==> src/bmc_timing_cfg.svh <==
`ifndef BMC_TIMING_CFG_SVH
`define BMC_TIMING_CFG_SVH

// register indices, byte address is four times the index
`define IDX_SQL_ASSERT  14'h1aa8
`define IDX_SQL_HOLD    14'h1aa9
`define IDX_TX_PERIOD   14'h1ab0
`define IDX_IDLE_WIN    14'h1ab1
`define IDX_STATUS      14'h1ab2
`define IDX_ST_CTL_A    14'h1ac0

// reset values and field layout
`define TIMING_RST      8'h00
`define ST_CTL_RST      5'h00
`define ST_CTL_W        5
`define ST_RX_EN_BIT    4
`define ST_EN_BIT       3
`define STAT_SQL_BIT    0
`define STAT_ACT_BIT    1

// timing
`define WIN_UNIT        4
`define EDGE_TARGET     2'h3

`endif

==> src/bmc_timing_pkg.sv <==
package bmc_timing_pkg;

  // gray coded along off -> on -> hold
  typedef enum logic [1:0] {
    SQ_OFF  = 2'b00,
    SQ_ON   = 2'b01,
    SQ_HOLD = 2'b11
  } squelch_state_t;

  // window length in clocks from an 8-bit setting in units of four
  function automatic logic [9:0] win_len(input logic [7:0] setting, input logic add_one);
    win_len = {setting, 2'b00} + {9'h000, add_one};
  endfunction

endpackage

==> src/bmc_squelch_idle_timing.sv <==
`timescale 1ns/1ps
`include "bmc_timing_cfg.svh"
module bmc_squelch_idle_timing
  import bmc_timing_pkg::*;
(
  input  wire logic        core_clk,
  input  wire logic        arst_n,
  // ahb-lite slave
  input  wire logic        hsel,
  input  wire logic [31:0] haddr,
  input  wire logic [1:0]  htrans,
  input  wire logic        hwrite,
  input  wire logic [2:0]  hsize,
  input  wire logic [31:0] hwdata,
  input  wire logic        hready,
  output logic             hreadyout,
  output logic             hresp,
  output logic [31:0]      hrdata,
  // receive line and pulse limits from the decoder
  input  wire logic        rx_line,
  input  wire logic [7:0]  rx_hi_pulse_max,
  input  wire logic [7:0]  rx_lo_pulse_max,
  output logic             squelch,
  output logic             line_idle,
  // transmit bit timing
  input  wire logic        tx_bit_run,
  output logic             tx_bit_tick,
  // self-test control
  output logic             selftest_rx_enable,
  output logic             selftest_rx_clear,
  output logic             selftest_enable,
  output logic [2:0]       selftest_tx_mode
);

  // registers reachable by software
  logic [7:0]            squelch_assert_window;
  logic [7:0]            squelch_hold_window;
  logic [7:0]            tx_bit_period_value;
  logic [7:0]            idle_transition_window;
  logic [`ST_CTL_W-1:0]  selftest_control_a;

  // ahb data phase state
  logic                  dp_valid;
  logic                  dp_write;
  logic [13:0]           dp_idx;
  logic                  wrote_any;

  // line sampling
  logic                  rx_meta;
  logic                  rx_sync;
  logic                  rx_prev;
  logic [8:0]            run_cnt;

  // squelch and idle state
  squelch_state_t        state;
  squelch_state_t        next_state;
  logic [9:0]            hold_cnt;
  logic                  line_active;

  function automatic logic is_rw(input logic [13:0] idx);
    is_rw = (idx == `IDX_SQL_ASSERT) || (idx == `IDX_SQL_HOLD) || (idx == `IDX_TX_PERIOD) ||
            (idx == `IDX_IDLE_WIN) || (idx == `IDX_ST_CTL_A);
  endfunction

  // address phase decode; the slave never stalls, so hreadyout stays high
  wire        addr_take = hsel && htrans[1] && hready;
  wire [13:0] rd_idx    = haddr[15:2];
  wire        wr_en     = dp_valid && dp_write;
  wire [7:0]  wbyte     = hwdata[7:0];
  wire        wr_asrt   = wr_en && (dp_idx == `IDX_SQL_ASSERT);
  wire        wr_hold   = wr_en && (dp_idx == `IDX_SQL_HOLD);
  wire        wr_txp    = wr_en && (dp_idx == `IDX_TX_PERIOD);
  wire        wr_idle   = wr_en && (dp_idx == `IDX_IDLE_WIN);
  wire        wr_ctl    = wr_en && (dp_idx == `IDX_ST_CTL_A);

  assign hreadyout = 1'b1;
  assign hresp     = 1'b0;

  // read selection; a write still in its data phase is forwarded so a
  // back-to-back read of the same register never returns the stale value
  wire [7:0]  ctl_byte   = {{(8-`ST_CTL_W){1'b0}}, selftest_control_a};
  wire [7:0]  stat_byte  = {6'h00, line_active, squelch};
  wire [7:0]  reg_byte   = (rd_idx == `IDX_SQL_ASSERT) ? squelch_assert_window :
                           (rd_idx == `IDX_SQL_HOLD)   ? squelch_hold_window :
                           (rd_idx == `IDX_TX_PERIOD)  ? tx_bit_period_value :
                           (rd_idx == `IDX_IDLE_WIN)   ? idle_transition_window :
                           (rd_idx == `IDX_ST_CTL_A)   ? ctl_byte :
                           (rd_idx == `IDX_STATUS)     ? stat_byte : 8'h00;
  wire        bypass     = wr_en && (dp_idx == rd_idx) && is_rw(rd_idx);
  wire [7:0]  fwd_byte   = (rd_idx == `IDX_ST_CTL_A) ? {3'h0, wbyte[`ST_CTL_W-1:0]} : wbyte;
  wire [7:0]  rd_byte    = bypass ? fwd_byte : reg_byte;

  // address phase capture
  always_ff @(posedge core_clk or negedge arst_n) begin
    if (!arst_n) begin
      dp_valid <= 1'b0;
      dp_write <= 1'b0;
      dp_idx   <= 14'h0000;
    end else if (hready) begin
      dp_valid <= addr_take;
      dp_write <= hwrite;
      dp_idx   <= rd_idx;
    end
  end

  // read data registered at the address phase, stands in the data phase
  always_ff @(posedge core_clk or negedge arst_n) begin
    if (!arst_n) begin
      hrdata <= 32'h0000_0000;
    end else if (addr_take && !hwrite) begin
      hrdata <= {24'h00_0000, rd_byte};
    end
  end

  // timing settings, all zero after reset
  always_ff @(posedge core_clk or negedge arst_n) begin
    if (!arst_n) begin
      squelch_assert_window  <= `TIMING_RST;
      squelch_hold_window    <= `TIMING_RST;
      tx_bit_period_value    <= `TIMING_RST;
      idle_transition_window <= `TIMING_RST;
      selftest_control_a     <= `ST_CTL_RST;
    end else begin
      if (wr_asrt) squelch_assert_window  <= wbyte;
      if (wr_hold) squelch_hold_window    <= wbyte;
      if (wr_txp)  tx_bit_period_value    <= wbyte;
      if (wr_idle) idle_transition_window <= wbyte;
      if (wr_ctl)  selftest_control_a     <= wbyte[`ST_CTL_W-1:0];
    end
  end

  // a 0 to 1 write of the receiver enable resets prbs checker and counts
  always_ff @(posedge core_clk or negedge arst_n) begin
    if (!arst_n) begin
      selftest_rx_clear <= 1'b0;
      wrote_any         <= 1'b0;
    end else begin
      selftest_rx_clear <= wr_ctl && wbyte[`ST_RX_EN_BIT] && !selftest_control_a[`ST_RX_EN_BIT];
      wrote_any         <= wrote_any || wr_en;
    end
  end

  assign selftest_rx_enable = selftest_control_a[`ST_RX_EN_BIT];
  assign selftest_enable    = selftest_control_a[`ST_EN_BIT];
  assign selftest_tx_mode   = selftest_control_a[2:0];

  // two flops before the line is looked at; rx_prev gives the edge
  always_ff @(posedge core_clk or negedge arst_n) begin
    if (!arst_n) begin
      rx_meta <= 1'b0;
      rx_sync <= 1'b0;
      rx_prev <= 1'b0;
    end else begin
      rx_meta <= rx_line;
      rx_sync <= rx_meta;
      rx_prev <= rx_sync;
    end
  end

  wire       rx_edge   = rx_sync ^ rx_prev;
  wire [7:0] pulse_max = rx_sync ? rx_hi_pulse_max : rx_lo_pulse_max;
  wire       too_long  = run_cnt > {1'b0, pulse_max};

  // pulse length since the last edge, saturating so a stuck line stays too long
  always_ff @(posedge core_clk or negedge arst_n) begin
    if (!arst_n) begin
      run_cnt <= 9'h000;
    end else begin
      run_cnt <= rx_edge ? 9'h000 : (&run_cnt ? run_cnt : run_cnt + 9'h001);
    end
  end

  // window lengths: squelch windows add one clock, idle window is exact
  wire [9:0] asrt_len = win_len(squelch_assert_window, 1'b1);
  wire [9:0] hold_len = win_len(squelch_hold_window, 1'b1);
  wire [9:0] idle_len = win_len(idle_transition_window, 1'b0);
  wire       sq_hit;
  wire       idle_hit;
  wire       idle_miss;

  // squelch window opens on an edge, so it slides along the line
  edge_window_detect #(
    .LEN_W    (10),
    .FREE_RUN (1'b0)
  ) u_squelch_window (
    .core_clk   (core_clk),
    .arst_n     (arst_n),
    .edge_in    (rx_edge),
    .win_length (asrt_len),
    .hit        (sq_hit),
    .miss       ()
  );

  // idle window runs back to back so a silent line still times out
  edge_window_detect #(
    .LEN_W    (10),
    .FREE_RUN (1'b1)
  ) u_idle_window (
    .core_clk   (core_clk),
    .arst_n     (arst_n),
    .edge_in    (rx_edge),
    .win_length (idle_len),
    .hit        (idle_hit),
    .miss       (idle_miss)
  );

  wire hold_done = hold_cnt >= (hold_len - 10'h001);

  // squelch sequencing
  always_comb begin
    next_state = state;
    case (state)
      SQ_OFF:  if (sq_hit) next_state = SQ_ON;
      SQ_ON:   if (too_long) next_state = SQ_HOLD;
      SQ_HOLD: begin
        if (rx_edge) next_state = SQ_ON;
        else if (hold_done) next_state = SQ_OFF;
      end
      default: next_state = SQ_OFF;
    endcase
  end

  always_ff @(posedge core_clk or negedge arst_n) begin
    if (!arst_n) begin
      state    <= SQ_OFF;
      squelch  <= 1'b0;
      hold_cnt <= 10'h000;
    end else begin
      state    <= next_state;
      squelch  <= next_state != SQ_OFF;
      hold_cnt <= (state == SQ_HOLD && next_state == SQ_HOLD) ? hold_cnt + 10'h001 : 10'h000;
    end
  end

  // line activity from the transition window
  always_ff @(posedge core_clk or negedge arst_n) begin
    if (!arst_n) begin
      line_active <= 1'b0;
    end else if (idle_hit) begin
      line_active <= 1'b1;
    end else if (idle_miss) begin
      line_active <= 1'b0;
    end
  end

  assign line_idle = !line_active;

  bmc_tx_bit_timer #(
    .CNT_W (8)
  ) u_tx_bit_timer (
    .core_clk (core_clk),
    .arst_n   (arst_n),
    .run      (tx_bit_run),
    .period   (tx_bit_period_value),
    .tick     (tx_bit_tick)
  );
endmodule // bmc_squelch_idle_timing

==> src/bmc_tx_bit_timer.sv <==
`timescale 1ns/1ps
module bmc_tx_bit_timer #(
  parameter int CNT_W = 8
) (
  input  wire logic             core_clk,
  input  wire logic             arst_n,
  input  wire logic             run,
  input  wire logic [CNT_W-1:0] period,
  output logic                  tick
);

  if (CNT_W < 8) begin : g_bad_width
    $error("bmc_tx_bit_timer: CNT_W must hold an 8-bit count");
  end

  logic [CNT_W-1:0] cnt;
  logic [CNT_W:0]   gap;
  logic             had_tick;

  assign tick = run && (cnt == period);

  // count 0..period, so one bit lasts period+1 clocks
  always_ff @(posedge core_clk or negedge arst_n) begin
    if (!arst_n) begin
      cnt <= '0;
    end else begin
      cnt <= (!run || tick) ? '0 : cnt + CNT_W'(1);
    end
  end

  // helper: clocks since the previous tick while running
  always_ff @(posedge core_clk or negedge arst_n) begin
    if (!arst_n) begin
      gap      <= '0;
      had_tick <= 1'b0;
    end else begin
      gap      <= (tick || !run) ? '0 : gap + (CNT_W+1)'(1);
      had_tick <= run && (tick || had_tick);
    end
  end
endmodule // bmc_tx_bit_timer

==> src/edge_window_detect.sv <==
`timescale 1ns/1ps
`include "bmc_timing_cfg.svh"
module edge_window_detect
  import bmc_timing_pkg::*;
#(
  parameter int LEN_W    = 10,
  parameter bit FREE_RUN = 1'b0
) (
  input  wire logic             core_clk,
  input  wire logic             arst_n,
  input  wire logic             edge_in,
  input  wire logic [LEN_W-1:0] win_length,
  output logic                  hit,
  output logic                  miss
);

  if (LEN_W < 10) begin : g_bad_width
    $error("edge_window_detect: LEN_W too small for an 8-bit setting times 4 plus 1");
  end

  logic [LEN_W-1:0] timer;
  logic [1:0]       edge_cnt;

  // armed windows start on the first edge; free windows always run
  wire              running  = FREE_RUN || (edge_cnt != 2'h0);
  wire [LEN_W-1:0]  last_cnt = (win_length == '0) ? '0 : win_length - LEN_W'(1);
  wire              win_end  = running && (timer >= last_cnt);
  // an edge on the arming or boundary clock is the window's first clock, so the
  // timer starts at one there; starting at zero would stretch the window a clock
  wire              seed     = edge_in && !hit;

  assign hit  = edge_in && (edge_cnt == (`EDGE_TARGET - 2'h1));
  assign miss = win_end && !hit;

  // restart on hit or window end; boundary edge seeds the next window
  always_ff @(posedge core_clk or negedge arst_n) begin
    if (!arst_n) begin
      timer    <= '0;
      edge_cnt <= 2'h0;
    end else if (hit || win_end) begin
      timer    <= seed ? LEN_W'(1) : '0;
      edge_cnt <= seed ? 2'h1 : 2'h0;
    end else begin
      timer    <= running ? timer + LEN_W'(1) : (edge_in ? LEN_W'(1) : '0);
      edge_cnt <= edge_cnt + {1'b0, edge_in};
    end
  end
endmodule // edge_window_detect

==> config.mk <==
export PLATFORM = sky130hd
export DESIGN_NAME = bmc_squelch_idle_timing
export DESIGN_NICKNAME = d
export VERILOG_FILES = /design/src/bmc_timing_pkg.sv /design/src/bmc_squelch_idle_timing.sv /design/src/bmc_tx_bit_timer.sv /design/src/edge_window_detect.sv
export VERILOG_INCLUDE_DIRS = /design/src
export SDC_FILE = /design/constraint.sdc
export NUM_CORES = 1
export LEC_CHECK = 0
export ABC_AREA = 1
export BUFFER_PORTS_ARGS = -buffer_cell sky130_fd_sc_hd__buf_2
export CORE_MARGIN = 1
export CORE_UTILIZATION = 30
export DETAILED_ROUTE_END_ITERATION = 6
export HOLD_SLACK_MARGIN = 0.12
export SYNTH_ARGS = -nofsm -noshare
export SYNTH_HDL_FRONTEND = slang
export SYNTH_SLANG_ARGS = --single-unit
==> constraint.sdc <==
create_clock -name core_clk -period 4.3 [get_ports core_clk]
set_clock_uncertainty 0.1 [all_clocks]
set_input_delay 0.43 -clock core_clk [delete_from_list [all_inputs] [get_ports core_clk]]
set_output_delay 0.43 -clock core_clk [all_outputs]
set_load 0.005 [all_outputs]
==> metrics.md, run 1 <==
| Metric | Value |
|---|---|
| Reg power frac | `38.3%` |
| Post-synth ARST share | `100.0%` |
| Final setup violating endpoints | `0` |
| CP max stage cell | `dfrtp_1` |
| Share of cells above drive strength 1 | `13.44%` |
| Mapped Area | `around 0.0074 mm^2` |
| Placed cells | `1324` |
| Drt first pass iters | `5` |
| P_sw | `901.5 uW` |
| Starting density of the core | `between 30% and 40%` |
| Clk buf depth | `2` |
| Reg2reg start | `idle_transition_window[0]$_DFFE_PN0P_` |
| Post-synth cell types | `45` |
| Buf/Inv on CP | `4` |
| Hold_buf cts | `2` |
| Final Cycle Share | `70.23%` |
| Sw Share | `26.58%` |
| Die area | `0.02520 mm^2` |
| Fmax | `0.3312 GHz` |
| Placed cell area | `about 0.0080 mm^2` |
| Critical path required time | `4.55 ns` |
| Via count | `6175` |
| Final core utilization | `35.74%` |
| Layout Cells excl Fill | `1358` |
| PnR worst setup slack | `1.280 ns` |
| Row count | `57` |
| Max-slew headroom | `a little under a third` |
| Comb power frac | `13.5%` |
| Post-CTS Setup Bufs | `0` |
| Total power | `3.391 mW` |
| Wire length per cell | `12.70 um` |
| Final net count | `1158` |
| Initial antenna violation count | `0` |
| Post-DP HPWL | `13090 um` |
| Crit. Startpoint | `idle_transition_window[0]$_DFFE_PN0P_` |
| IO Count | `approximately 140` |
| Final wirelength | `17250 um` |
| Clk root buf | `clkbuf_16` |
| Pre-CTS WS | `about 1.3 ns` |
| CP peak stage delay | `0.37 ns` |
| FF+latch count, synth | `120` |
| Number of global-route vias before repair | `5972` |
| Cell mode on critical path | `nor2_1` |
| Max Transition Viols Final | `0` |
| RSZ-0062 raised after global routing | `no` |
| Placer congestion estimate | `0.8482` |
| CTS tree | `done` |
| Actual slew at the worst max-slew pin | `1.031 ns` |
| Ant. Diodes | `0` |
| Finished Cell Area | `between 0.008 and 0.009 mm^2` |
| First-pass GRT wire length | `approximately 29000 um` |
| Peak supply drop | `0.2741 mV` |
| Internal power | `approximately 2.5 mW` |
| Sequential-to-total area share from yosys stat | `roughly two fifths` |
| Dominant synthesized flop cell | `dfrtp_1` |
| Post-Synthesis Mean Instance Area | `between 7 and 8 um^2` |
| Final hold violation count | `0` |
| Largest net degree at the start of global routing | `76` |
| YS warnings | `0` |
| Hold slack | `0.1606 ns` |
| Critical Path Source Type | `flip-flop` |
| Setup_tns | `0 ns` |
| GR Overflow Total | `0` |
| Critical Path Sink Type | `flip-flop` |
| Port Buffers | `slightly above 60` |
| Final ANT Viol Nets | `0` |
| Leakage | `4.543 nW` |
| Status | `completed` |
| Clock network fraction of total power | `48.2%` |
| Overall Global Routing Usage | `14.32%` |
| Critical Path AT | `about 3.3 ns` |
| Initial drt markers | `between 300 and 400` |
| Die width | `158.8 um` |
| Clock transition at path regs | `~0.06 ns` |
| Hold Startpoint | `hwrite` |
| Clk_lat worst skew | `0.42 ns` |
| Max FO, Critical Path | `10` |
| Clk sinks | `120` |
| Worst-path cell chain | `inv_1 > ha_1 > inv_1 > nor2_1 > nand3_1 > nor3_1 > inv_1 > nand2_1 > ha_1 > a21oi_1 > nor2_1 > a211oi_1 > nand4_1 > nor2_1 > inv_2 > nor2_1` |
| Vias/cell | `4.547` |
| Area of the multi-input gates | `approximately 0.0038 mm^2` |
| Synth-to-layout area growth | `17.21%` |
| # DRC | `0` |
| Tightest Hold Check Type | `in2reg` |
| Synthesized instance count | `951` |
| Top delay family on crit path | `simple AND/OR/NAND/NOR gates` |
| PwrDens | `392.5 mW/mm^2` |
| Register area | `0.003003 mm^2` |
| Filler cells | `2494` |
| Min Tclk post-route | `3.020 ns` |
| Number of synthesized flops with an enable pin | `0` |
| Inserted Clock Buffers | `17` |
| Total core area | `0.02418 mm^2` |
| Die height | `158.8 um` |
| H-tree Lvls | `4` |
| Max cap viols | `0` |
| WS Path Type | `reg2reg` |
| Resized Gates After CTS | `0` |
==> final cells by class <==
class | instances | area share, %
multi-input combinational | 701 | 43.66
sequential | 120 | 34.75
clock buffer | 19 | 5.126
inverter | 115 | 4.996
tap | 324 | 4.692
timing repair buffer | 66 | 4.170
clock inverter | 13 | 2.606
==> cells in the final DEF, fill, tap and decap left out, types with 3 or more instances in the layout <==
cell	netlist	routed
a21oi_1	27	27
and3_1	4	4
buf_2	6	61
bufinv_16	0	6
clkbuf_16	0	17
clkinv_2	0	4
conb_1	2	26
dfrtp_1	120	120
ha_1	45	45
inv_1	101	101
inv_2	13	13
mux2_2	3	3
mux2i_1	7	7
nand2_1	221	221
nand2_2	3	3
nand3_1	47	47
nand3_2	3	3
nand3b_1	4	4
nand4_1	23	23
nor2_1	118	118
nor2_2	8	8
nor3_1	18	18
nor3b_1	5	5
nor4_1	4	4
o21ai_0	32	32
o21ai_1	40	40
or2_2	6	6
xnor2_1	9	9
xor2_1	25	25
==> worst register-to-register path, delay by kind of cell (launching register included) <==
family	cells	cell delay (ns)
AOI/OAI and AO/OA	2	0.29
adders and majority gates	2	0.46
buffers and inverters	4	0.50
and+or+nand+nor	8	1.22
DFF	1	0.37
==> power groups by stage <==
stage / Clock (mW) / Combinational [mW] / Sequential [mW]
CTS: 1.66 / 0.467 / 1.30
global placement: 0 / 0.447 / 1.31
global route: 1.71 / 0.538 / 1.31
finish: 1.64 / 0.457 / 1.30
detailed placement: 0 / 0.464 / 1.31
floorplan: 0 / 0.341 / 1.29
==> registers in the layout (all words and copies together), names as in the netlist <==
| name | flops |
|---|---|
| idle_transition_window | 8 |
| squelch | 1 |
| rx_prev | 1 |
| dp_write | 1 |
| rx_sync | 1 |
| dp_valid | 1 |
| hold_cnt | 10 |
| dp_idx | 14 |
| selftest_control_a | 5 |
| tx_bit_period_value | 8 |
| squelch_assert_window | 8 |
| u_squelch_window.edge_cnt | 2 |
| state | 2 |
| u_idle_window.edge_cnt | 2 |
| selftest_rx_clear | 1 |
| rx_meta | 1 |
| u_squelch_window.timer | 10 |
| u_idle_window.timer | 10 |
| run_cnt | 9 |
| squelch_hold_window | 8 |
| hrdata | 8 |
| u_tx_bit_timer.cnt | 8 |
| line_active | 1 |
==> synth_stat cells, types with 5 or more instances <==
master      n  share of area (%)
nor2_1    118                6.0
clkbuf_1    6               0.31
buf_4      27                2.7
mux2i_1     7               0.95
inv_1     101                5.1
xnor2_1     9                1.1
dfrtp_1   120                 41
or2_2       6               0.51
xor2_1     25                3.0
a21oi_1    27                1.8
o21ai_0    32                2.2
nand4_1    23                2.0
nor3b_1     5               0.51
nor3_1     18                1.2
nand2_1   221                 11
nand3_1    47                3.2
ha_1       45                7.6
o21ai_1    40                2.7
buf_2       6               0.41
nor2_2      8               0.68
inv_2      13               0.66
==> per-layer routing <==
layer	part of all wire, %	GRT usage (%)	vias up
met5	0	0	-
met4	1.7	4.413	0
met3	3.5	3.187	25
met2	48	23.96	116
met1	47	18.28	2856
li1	-	-	3178
==> path summary, 6_finish.rpt <==
path	endpoint	slack (ns)	depth (start not counted)
setup reg to reg	u_idle_window.timer[2]$_DFF_PN0_	1.28	16
min in group asynchronous	dp_idx[10]$_DFFE_PN0P_	0.61	2
hold reg to reg	rx_sync$_DFF_PN0_	0.25	0
hold / removal	dp_write$_DFFE_PN0P_	0.16	2
max in group asynchronous	squelch_assert_window[3]$_DFFE_PN0P_	2.70	3
setup / recovery	u_idle_window.timer[2]$_DFF_PN0_	1.28	16
==> cell families after synthesis <==
| kind of cell | share of synthesized area [%] |
|---|---|
| adder cells (fa/ha/maj) | 7.637 |
| buffers and inverters | 9.318 |
| other | 0.1019 |
| XOR/XNOR | 4.039 |
| AO/OA/AOI/OAI | 7.926 |
| multiplexers | 1.409 |
| flip-flops | 40.73 |
| AND/OR/NAND/NOR | 28.84 |
Power figures use the tool's default switching activity.
==> run 2, diff against run 1 <==
- ABC_AREA: 1 -> 0
- clock period: 4.3 -> 2.4 ns (I/O delays scaled with it)
==> metrics.md, run 2 <==
| Metric | Value |
|---|---|
| Total power | `6.313 mW (+86%)` |
| Finished Cell Area | `0.009139 mm^2 (+5.8%)` |
| Clk sinks | `120 (unchanged)` |
| IO Count | `135 (unchanged)` |
| Post-DP HPWL | `12450 um (-4.9%)` |
| Final net count | `976 (-16%)` |
| Leakage | `4.274 nW (-5.9%)` |
| Clk buf depth | `2 (unchanged)` |
| Critical path required time | `2.64 ns (-1.91 ns)` |
| Filler cells | `2306 (-7.5%)` |
| Largest net degree at the start of global routing | `57 (-25%)` |
| Via count | `5556 (-10%)` |
| Max FO, Critical Path | `10 (unchanged)` |
| Peak supply drop | `0.4205 mV (+53%)` |
| Final wirelength | `16940 um (-1.8%)` |
| Final core utilization | `39.05% (+3.3 points)` |
| Mapped Area | `0.007146 mm^2 (-3.1%)` |
| Final ANT Viol Nets | `0 (unchanged)` |
| YS warnings | `0 (unchanged)` |
| Hold slack | `0.1824 ns (+0.02184 ns)` |
| FF+latch count, synth | `120 (unchanged)` |
| Placed cell area | `0.008008 mm^2 (+0.69%)` |
| Synth top cells by count | `dfrtp_1, nor2_1, mux2_2` |
| Port Buffers | `62 (unchanged)` |
| Clk_lat worst skew | `0.42 ns (about the same)` |
| Area of the multi-input gates | `0.003940 mm^2 (+4.4%)` |
| Top area cells in the synthesized netlist | `dfrtp_1, ha_1, mux2_2` |
| RSZ-0062 raised after global routing | `yes` |
| First-pass GRT wire length | `27900 um (-3.5%)` |
| Share of cells above drive strength 1 | `26.64% (+13 points)` |
| Synthesized instance count | `702 (-26%)` |
| Failing checks | `setup timing` |
| Total core area | `0.02340 mm^2 (-3.2%)` |
| H-tree Lvls | `4 (unchanged)` |
| Final setup violating endpoints | `13 (+13)` |
| WS Path Type | `reg2reg` |
| Max cap viols | `0 (unchanged)` |
| Initial antenna violation count | `0 (unchanged)` |
| # DRC | `0 (unchanged)` |
| Dominant synthesized flop cell | `dfrtp_1` |
| PnR worst setup slack | `-0.4942 ns (-1.775 ns)` |
| Critical Path Source Type | `flip-flop` |
| Die width | `156.3 um (-1.5%)` |
| Synth-to-layout area growth | `27.89%` |
| Fmax | `0.3455 GHz (+4.3%)` |
| Die area | `0.02444 mm^2 (-3.0%)` |
| PwrDens | `690.8 mW/mm^2 (+76%)` |
| Setup_tns | `-6.119 ns (-6.119 ns)` |
| Drt first pass iters | `5 (unchanged)` |
| Cell with the most instances after synthesis | `dfrtp_1` |
| Clock transition at path regs | `0.05 ns (about the same)` |
| Tightest Hold Check Type | `in2reg` |
| Sequential-to-total area share from yosys stat | `42.02% (+1.3 points)` |
| Wire length per cell | `14.47 um (+14%)` |
| Status | `finished, violations left` |
| Max Transition Viols Final | `0 (unchanged)` |
| Placed cells | `1099 (-17%)` |
| Final Cycle Share | `120.6% (+50 points)` |
| Post-synth cell types | `73 (+62%)` |
| Min Tclk post-route | `2.894 ns (-0.1254 ns)` |
| Placer congestion estimate | `0.8614 (+1.6%)` |
| Max-slew headroom | `63.86% (+33 points)` |
| Layout Cells excl Fill | `1171 (-14%)` |
| Die height | `156.3 um (-1.5%)` |
| Final hold violation count | `0 (unchanged)` |
| Clk root buf | `clkbuf_16` |
| Dominant cell type by area after synthesis | `dfrtp_1` |
| Actual slew at the worst max-slew pin | `0.5421 ns (-0.4890 ns)` |
| Inserted Clock Buffers | `17 (unchanged)` |
| Post-Synthesis Mean Instance Area | `10.18 um^2 (+31%)` |
| Biggest register | `dp_idx` |
| Critical Path Sink Type | `flip-flop` |
| Row count | `56 (-1.8%)` |
| Vias/cell | `4.745 (+4.3%)` |
| Pre-CTS WS | `-0.6612 ns (-1.931 ns)` |
| Post-synth ARST share | `100.0% (unchanged)` |
| Most common cell after layout, fill and taps aside | `dfrtp_1` |
| GR Overflow Total | `0 (unchanged)` |
| Number of global-route vias before repair | `5521 (-7.6%)` |
| Register area | `0.003003 mm^2 (unchanged)` |
| Overall Global Routing Usage | `14.75% (+0.43 points)` |
| Post-synth top area share | `42.02% (+1.3 points)` |
| Largest register FFs | `14 (unchanged)` |
| Starting density of the core | `30.53% (+0.041 points)` |
| Critical Path AT | `3.14 ns (-0.13 ns)` |
| Ant. Diodes | `0 (unchanged)` |
| Number of synthesized flops with an enable pin | `0 (unchanged)` |
| Most frequent cells in the layout | `dfrtp_1, nor2_1, buf_2, buf_4, mux2_2` |
| Initial drt markers | `274 (-24%)` |
| CTS tree | `done` |
## run 2: cell count changes in the layout (fill, tap and decap cells not counted), sizes merged, moves of 9 or more
cell         delta
nor2           -52
dlygate4sd3    +20
mux2           +44
nand3          -16
a21oi          -14
buf            +50
inv            -80
nor3            -9
xor2           +21
nand4          -19
o21ai          -44
nand2         -182
## run 2: path summary, 6_finish.rpt
check / startpoint / to / slack, ns / cells after the start
max: idle_transition_window[1]$_DFFE_PN0P_ / u_idle_window.timer[2]$_DFF_PN0_ / -0.49 / 14
min: haddr[4] / dp_idx[2]$_DFFE_PN0P_ / 0.18 / 3
max reg2reg: idle_transition_window[1]$_DFFE_PN0P_ / u_idle_window.timer[2]$_DFF_PN0_ / -0.49 / 14
min reg2reg: rx_meta$_DFF_PN0_ / rx_sync$_DFF_PN0_ / 0.26 / 0
max in group asynchronous: arst_n / hold_cnt[6]$_DFF_PN0_ / 1.25 / 3
min in group asynchronous: arst_n / dp_idx[0]$_DFFE_PN0P_ / 0.25 / 2
## run 2: report_power, final
group	internal [mW]	leakage [nW]	switching, mW
logic	0.539	2.46	0.544
registers	2.22	1.50	0.214
clock network	1.87	0.314	0.928
total	4.63	4.27	1.69
## run 2: cell type report
cell class              count  share of cell area [%]
clock buffers              20                   4.888
clock inverters            12                   2.177
inverters                  34                   1.396
multi-input cells         526                   43.11
flip-flops and latches    120                   32.86
well taps                 319                   4.367
repair buffers            140                   11.20
## run 2: cells by family after synthesis
group	count (synthesis)	synth area share (%)
fa+ha+maj	45	7.880
buf+inv	80	5.988
flops	120	42.02
simple gates	239	18.05
other cells	2	0.1051
compound gates	94	9.106
mux	61	9.368
xor+xnor	61	7.477
## run 2: metal layers
| metal | GRT usage, % | vias up | part of all wire (%) |
|---|---|---|---|
| met1 | 19.05 | 2703 | 46 |
| met5 | 0 | - | 0 |
| met2 | 24.47 | 119 | 48 |
| met3 | 3.434 | 18 | 4.7 |
| met4 | 4.295 | 0 | 1.3 |
| li1 | - | 2716 | - |
## run 2: what timing repair did
item / 4_1_cts / 5_1_grt
cloned: 0 / 1
setup endpoints to repair: 13 / 30
hold endpoints to repair: 96 / 0
pin swaps: 1 / 8
buffers inserted: 1 / 13
resized for setup: 4 / 25
hold buffers: 25 / 0
## run 2: critical path: stages, from the launching register on
cell,delay (ns)
dfrtp_1,0.38
inv_1,0.06
ha_2,0.17
nor2b_4,0.15
nand3b_1,0.11
or3_4,0.39
nand2_4,0.08
ha_4,0.20
a21o_1,0.17
a21o_1,0.15
a2111oi_2,0.29
o31a_1,0.23
o21ai_2,0.10
buf_12,0.15
nor2_1,0.08
==> run 3, diff against run 2 <==
- ABC_AREA: 0 -> 1
==> metrics.md, run 3 (synthesized netlist as in run 1, its figures left out) <==
| Metric | Value |
|---|---|
| # DRC | `0 (unchanged)` |
| Pre-CTS WS | `-0.2651 ns (+0.3961 ns)` |
| Final ANT Viol Nets | `0 (unchanged)` |
| Drt first pass iters | `5 (unchanged)` |
| GR Overflow Total | `0 (unchanged)` |
| Top delay family on crit path | `simple AND/OR/NAND/NOR gates` |
| Fmax | `0.3773 GHz (+9.2%)` |
| Total core area | `0.02418 mm^2 (+3.3%)` |
| Clk sinks | `120 (unchanged)` |
| RSZ-0062 raised after global routing | `yes` |
| Critical Path Source Type | `flip-flop` |
| Clk root buf | `clkbuf_16` |
| Reg power frac | `39.2% (+0.6 points)` |
| PnR worst setup slack | `-0.2505 ns (+0.2438 ns)` |
| Failing checks | `setup timing` |
| Starting density of the core | `30.49% (-0.041 points)` |
| Overall Global Routing Usage | `14.86% (+0.11 points)` |
| Clock transition at path regs | `0.06 ns (about the same)` |
| Post-DP HPWL | `13250 um (+6.4%)` |
| P_sw | `1.599 mW (-5.2%)` |
| M1 GR Usage | `18.46% (-0.59 points)` |
| Met2 usage | `25.42% (+0.95 points)` |
| Peak supply drop | `0.4684 mV (+11%)` |
| CTS tree | `done` |
| Final hold violation count | `0 (unchanged)` |
| Buf/Inv on CP | `4 (+2)` |
| Critical Path AT | `2.90 ns (-0.24 ns)` |
| Final setup violating endpoints | `13 (unchanged)` |
| Max Transition Viols Final | `0 (unchanged)` |
| Sw Share | `26.97% (+0.26 points)` |
| Actual slew at the worst max-slew pin | `0.5459 ns (+0.003809 ns)` |
| Finished Cell Area | `0.009208 mm^2 (+0.75%)` |
| Leakage | `4.764 nW (+11%)` |
| IO Count | `135 (unchanged)` |
| CP peak stage delay | `0.38 ns (about the same)` |
| Tightest Hold Check Type | `in2reg` |
| Comb power frac | `15.0% (-2.2 points)` |
| H-tree Lvls | `4 (unchanged)` |
| Row count | `57 (+1.8%)` |
| Final net count | `1211 (+24%)` |
| Largest register FFs | `14 (unchanged)` |
| Vias/cell | `4.527 (-4.6%)` |
| Max cap viols | `0 (unchanged)` |
| Hold Path Depth | `3 (unchanged)` |
| Number of global-route vias before repair | `6364 (+15%)` |
| Final core utilization | `38.08% (-0.97 points)` |
| Share of cells above drive strength 1 | `17.85% (-8.8 points)` |
| Die area | `0.02520 mm^2 (+3.1%)` |
| Final Cycle Share | `110.4% (-10 points)` |
| Initial drt markers | `283 (+3.3%)` |
| Die width | `158.8 um (+1.6%)` |
| Max-slew headroom | `63.52% (-0.34 points)` |
| Most frequent cells in the layout | `nand2_1, dfrtp_1, nor2_1, inv_1, buf_2` |
| Grt met3 use | `2.717% (-0.72 points)` |
| Placer congestion estimate | `0.8742 (+1.5%)` |
| Internal power | `4.328 mW (-6.4%)` |
| Status | `finished, violations left` |
| Most Crowded Layer GR | `met2` |
| Via count | `6387 (+15%)` |
| PwrDens | `643.7 mW/mm^2 (-6.8%)` |
| Final wirelength | `17540 um (+3.6%)` |
| Largest net degree at the start of global routing | `47 (-18%)` |
| Critical path required time | `2.65 ns (about the same)` |
| Clk buf depth | `2 (unchanged)` |
| Biggest register | `dp_idx` |
| Setup_tns | `-2.222 ns (+3.896 ns)` |
| Worst-path cell chain | `inv_2 > ha_4 > inv_2 > nor2_4 > nand3_4 > nor3_4 > buf_4 > or2_2 > ha_4 > a21oi_2 > o21ai_1 > nand2_1 > nand4_1 > nor2_4 > clkinvlp_4 > nor2_1` |
| Hold EP | `u_tx_bit_timer.cnt[1]$_DFF_PN0_` |
| Clock network fraction of total power | `45.8% (+1.5 points)` |
| Most common cell after layout, fill and taps aside | `nand2_1` |
| Critical Path Sink Type | `flip-flop` |
| Layout Cells excl Fill | `1411 (+20%)` |
| Placed cells | `1343 (+22%)` |
| Port Buffers | `62 (unchanged)` |
| Reg2reg start | `idle_transition_window[0]$_DFFE_PN0P_` |
| Synth-to-layout area growth | `24.90%` |
| Crit. Startpoint | `idle_transition_window[0]$_DFFE_PN0P_` |
| Wire length per cell | `12.43 um (-14%)` |
| First-pass GRT wire length | `30290 um (+8.6%)` |
| Reg2reg path depth | `16 (+2)` |
| Hold Startpoint | `tx_bit_run` |
| Ant. Diodes | `0 (unchanged)` |
| FF-to-FF End | `u_idle_window.timer[5]$_DFF_PN0_` |
| R2R Setup Slk | `-0.25 ns (+0.24 ns)` |
| Die height | `158.8 um (+1.6%)` |
| Inserted Clock Buffers | `17 (unchanged)` |
| Initial antenna violation count | `0 (unchanged)` |
| CP max stage cell | `dfrtp_1` |
| Placed cell area | `0.008123 mm^2 (+1.4%)` |
| Clk_lat worst skew | `0.42 ns (about the same)` |
| Max FO, Critical Path | `5 (-5)` |
| Min Tclk post-route | `2.650 ns (-0.2438 ns)` |
| WS Path Type | `reg2reg` |
run 3: cell types whose count changed in the layout (fill, tap and decap cells not counted), sizes merged, moves of 14 or more:
cell	delta
a21oi	+14
buf	-23
inv	+80
mux2	-44
nand2	+182
nand3	+16
nand4	+19
nor2	+52
o21ai	+44
xor2	-21
run 3: per-layer routing:
metal	part of all wire, %	up-vias
met3	3.4	29
met2	48	120
met4	2.1	0
met5	0	-
met1	46	2964
li1	-	3274
run 3: worst min-delay path, cell delays in order:
cell     delay (ns)
buf_2          0.12
nand2_1        0.24
nor2_1         0.07
run 3: worst max path at each step:
stage / cells after the start / slack (ns) / end
after global placement: 16 / -0.15 / u_idle_window.timer[1]$_DFF_PN0_
after detailed placement: 16 / -0.27 / u_idle_window.timer[1]$_DFF_PN0_
after floorplan: 16 / -0.006 / u_idle_window.timer[1]$_DFF_PN0_
after global routing: 16 / -0.45 / u_idle_window.timer[3]$_DFF_PN0_
final: 16 / -0.25 / u_idle_window.timer[5]$_DFF_PN0_
after CTS: 16 / -0.20 / u_idle_window.timer[8]$_DFF_PN0_
run 3: final cells by class:
type / instances / area [um^2]
Multi-Input combinational cell: 701 / 3913
Timing Repair Buffer: 118 / 817.0
Clock buffer: 20 / 456.7
Timing Repair inverter: 1 / 7.507
Tap cell: 324 / 405.4
Clock inverter: 12 / 173.9
Inverter: 115 / 431.7
Sequential cell: 120 / 3003
Fill cell: 2463 / 14970
run 3: power groups by stage:
stage               combinational (mW)  clock [mW]  sequential (mW)
CTS                              0.881        2.78             2.32
global route                      1.04        2.87             2.35
floorplan                        0.610           0             2.32
detailed placement               0.824           0             2.35
finish                           0.888        2.71             2.33
global placement                 0.802           0             2.35
run 3: what timing repair did:
action | in CTS | in global routing
setup endpoints to repair | 13 | 13
hold buffers | 27 | 0
endpoints found under the hold margin | 96 | 0
pin swaps | 17 | 9
setup buffers | 6 | 2
gates cloned | 1 | 0
resized for setup | 19 | 9
run 3: stage by stage:
stage / hold WS [ns] / total power [mW]
6_report: 0.1998 / 5.927
5_1_grt: 0.2371 / 6.256
4_1_cts: 0.1958 / 5.979
3_5_place_dp: 0.1348 / 3.178
3_3_place_gp: 0.1305 / 3.156
2_1_floorplan: -0.1556 / 2.930
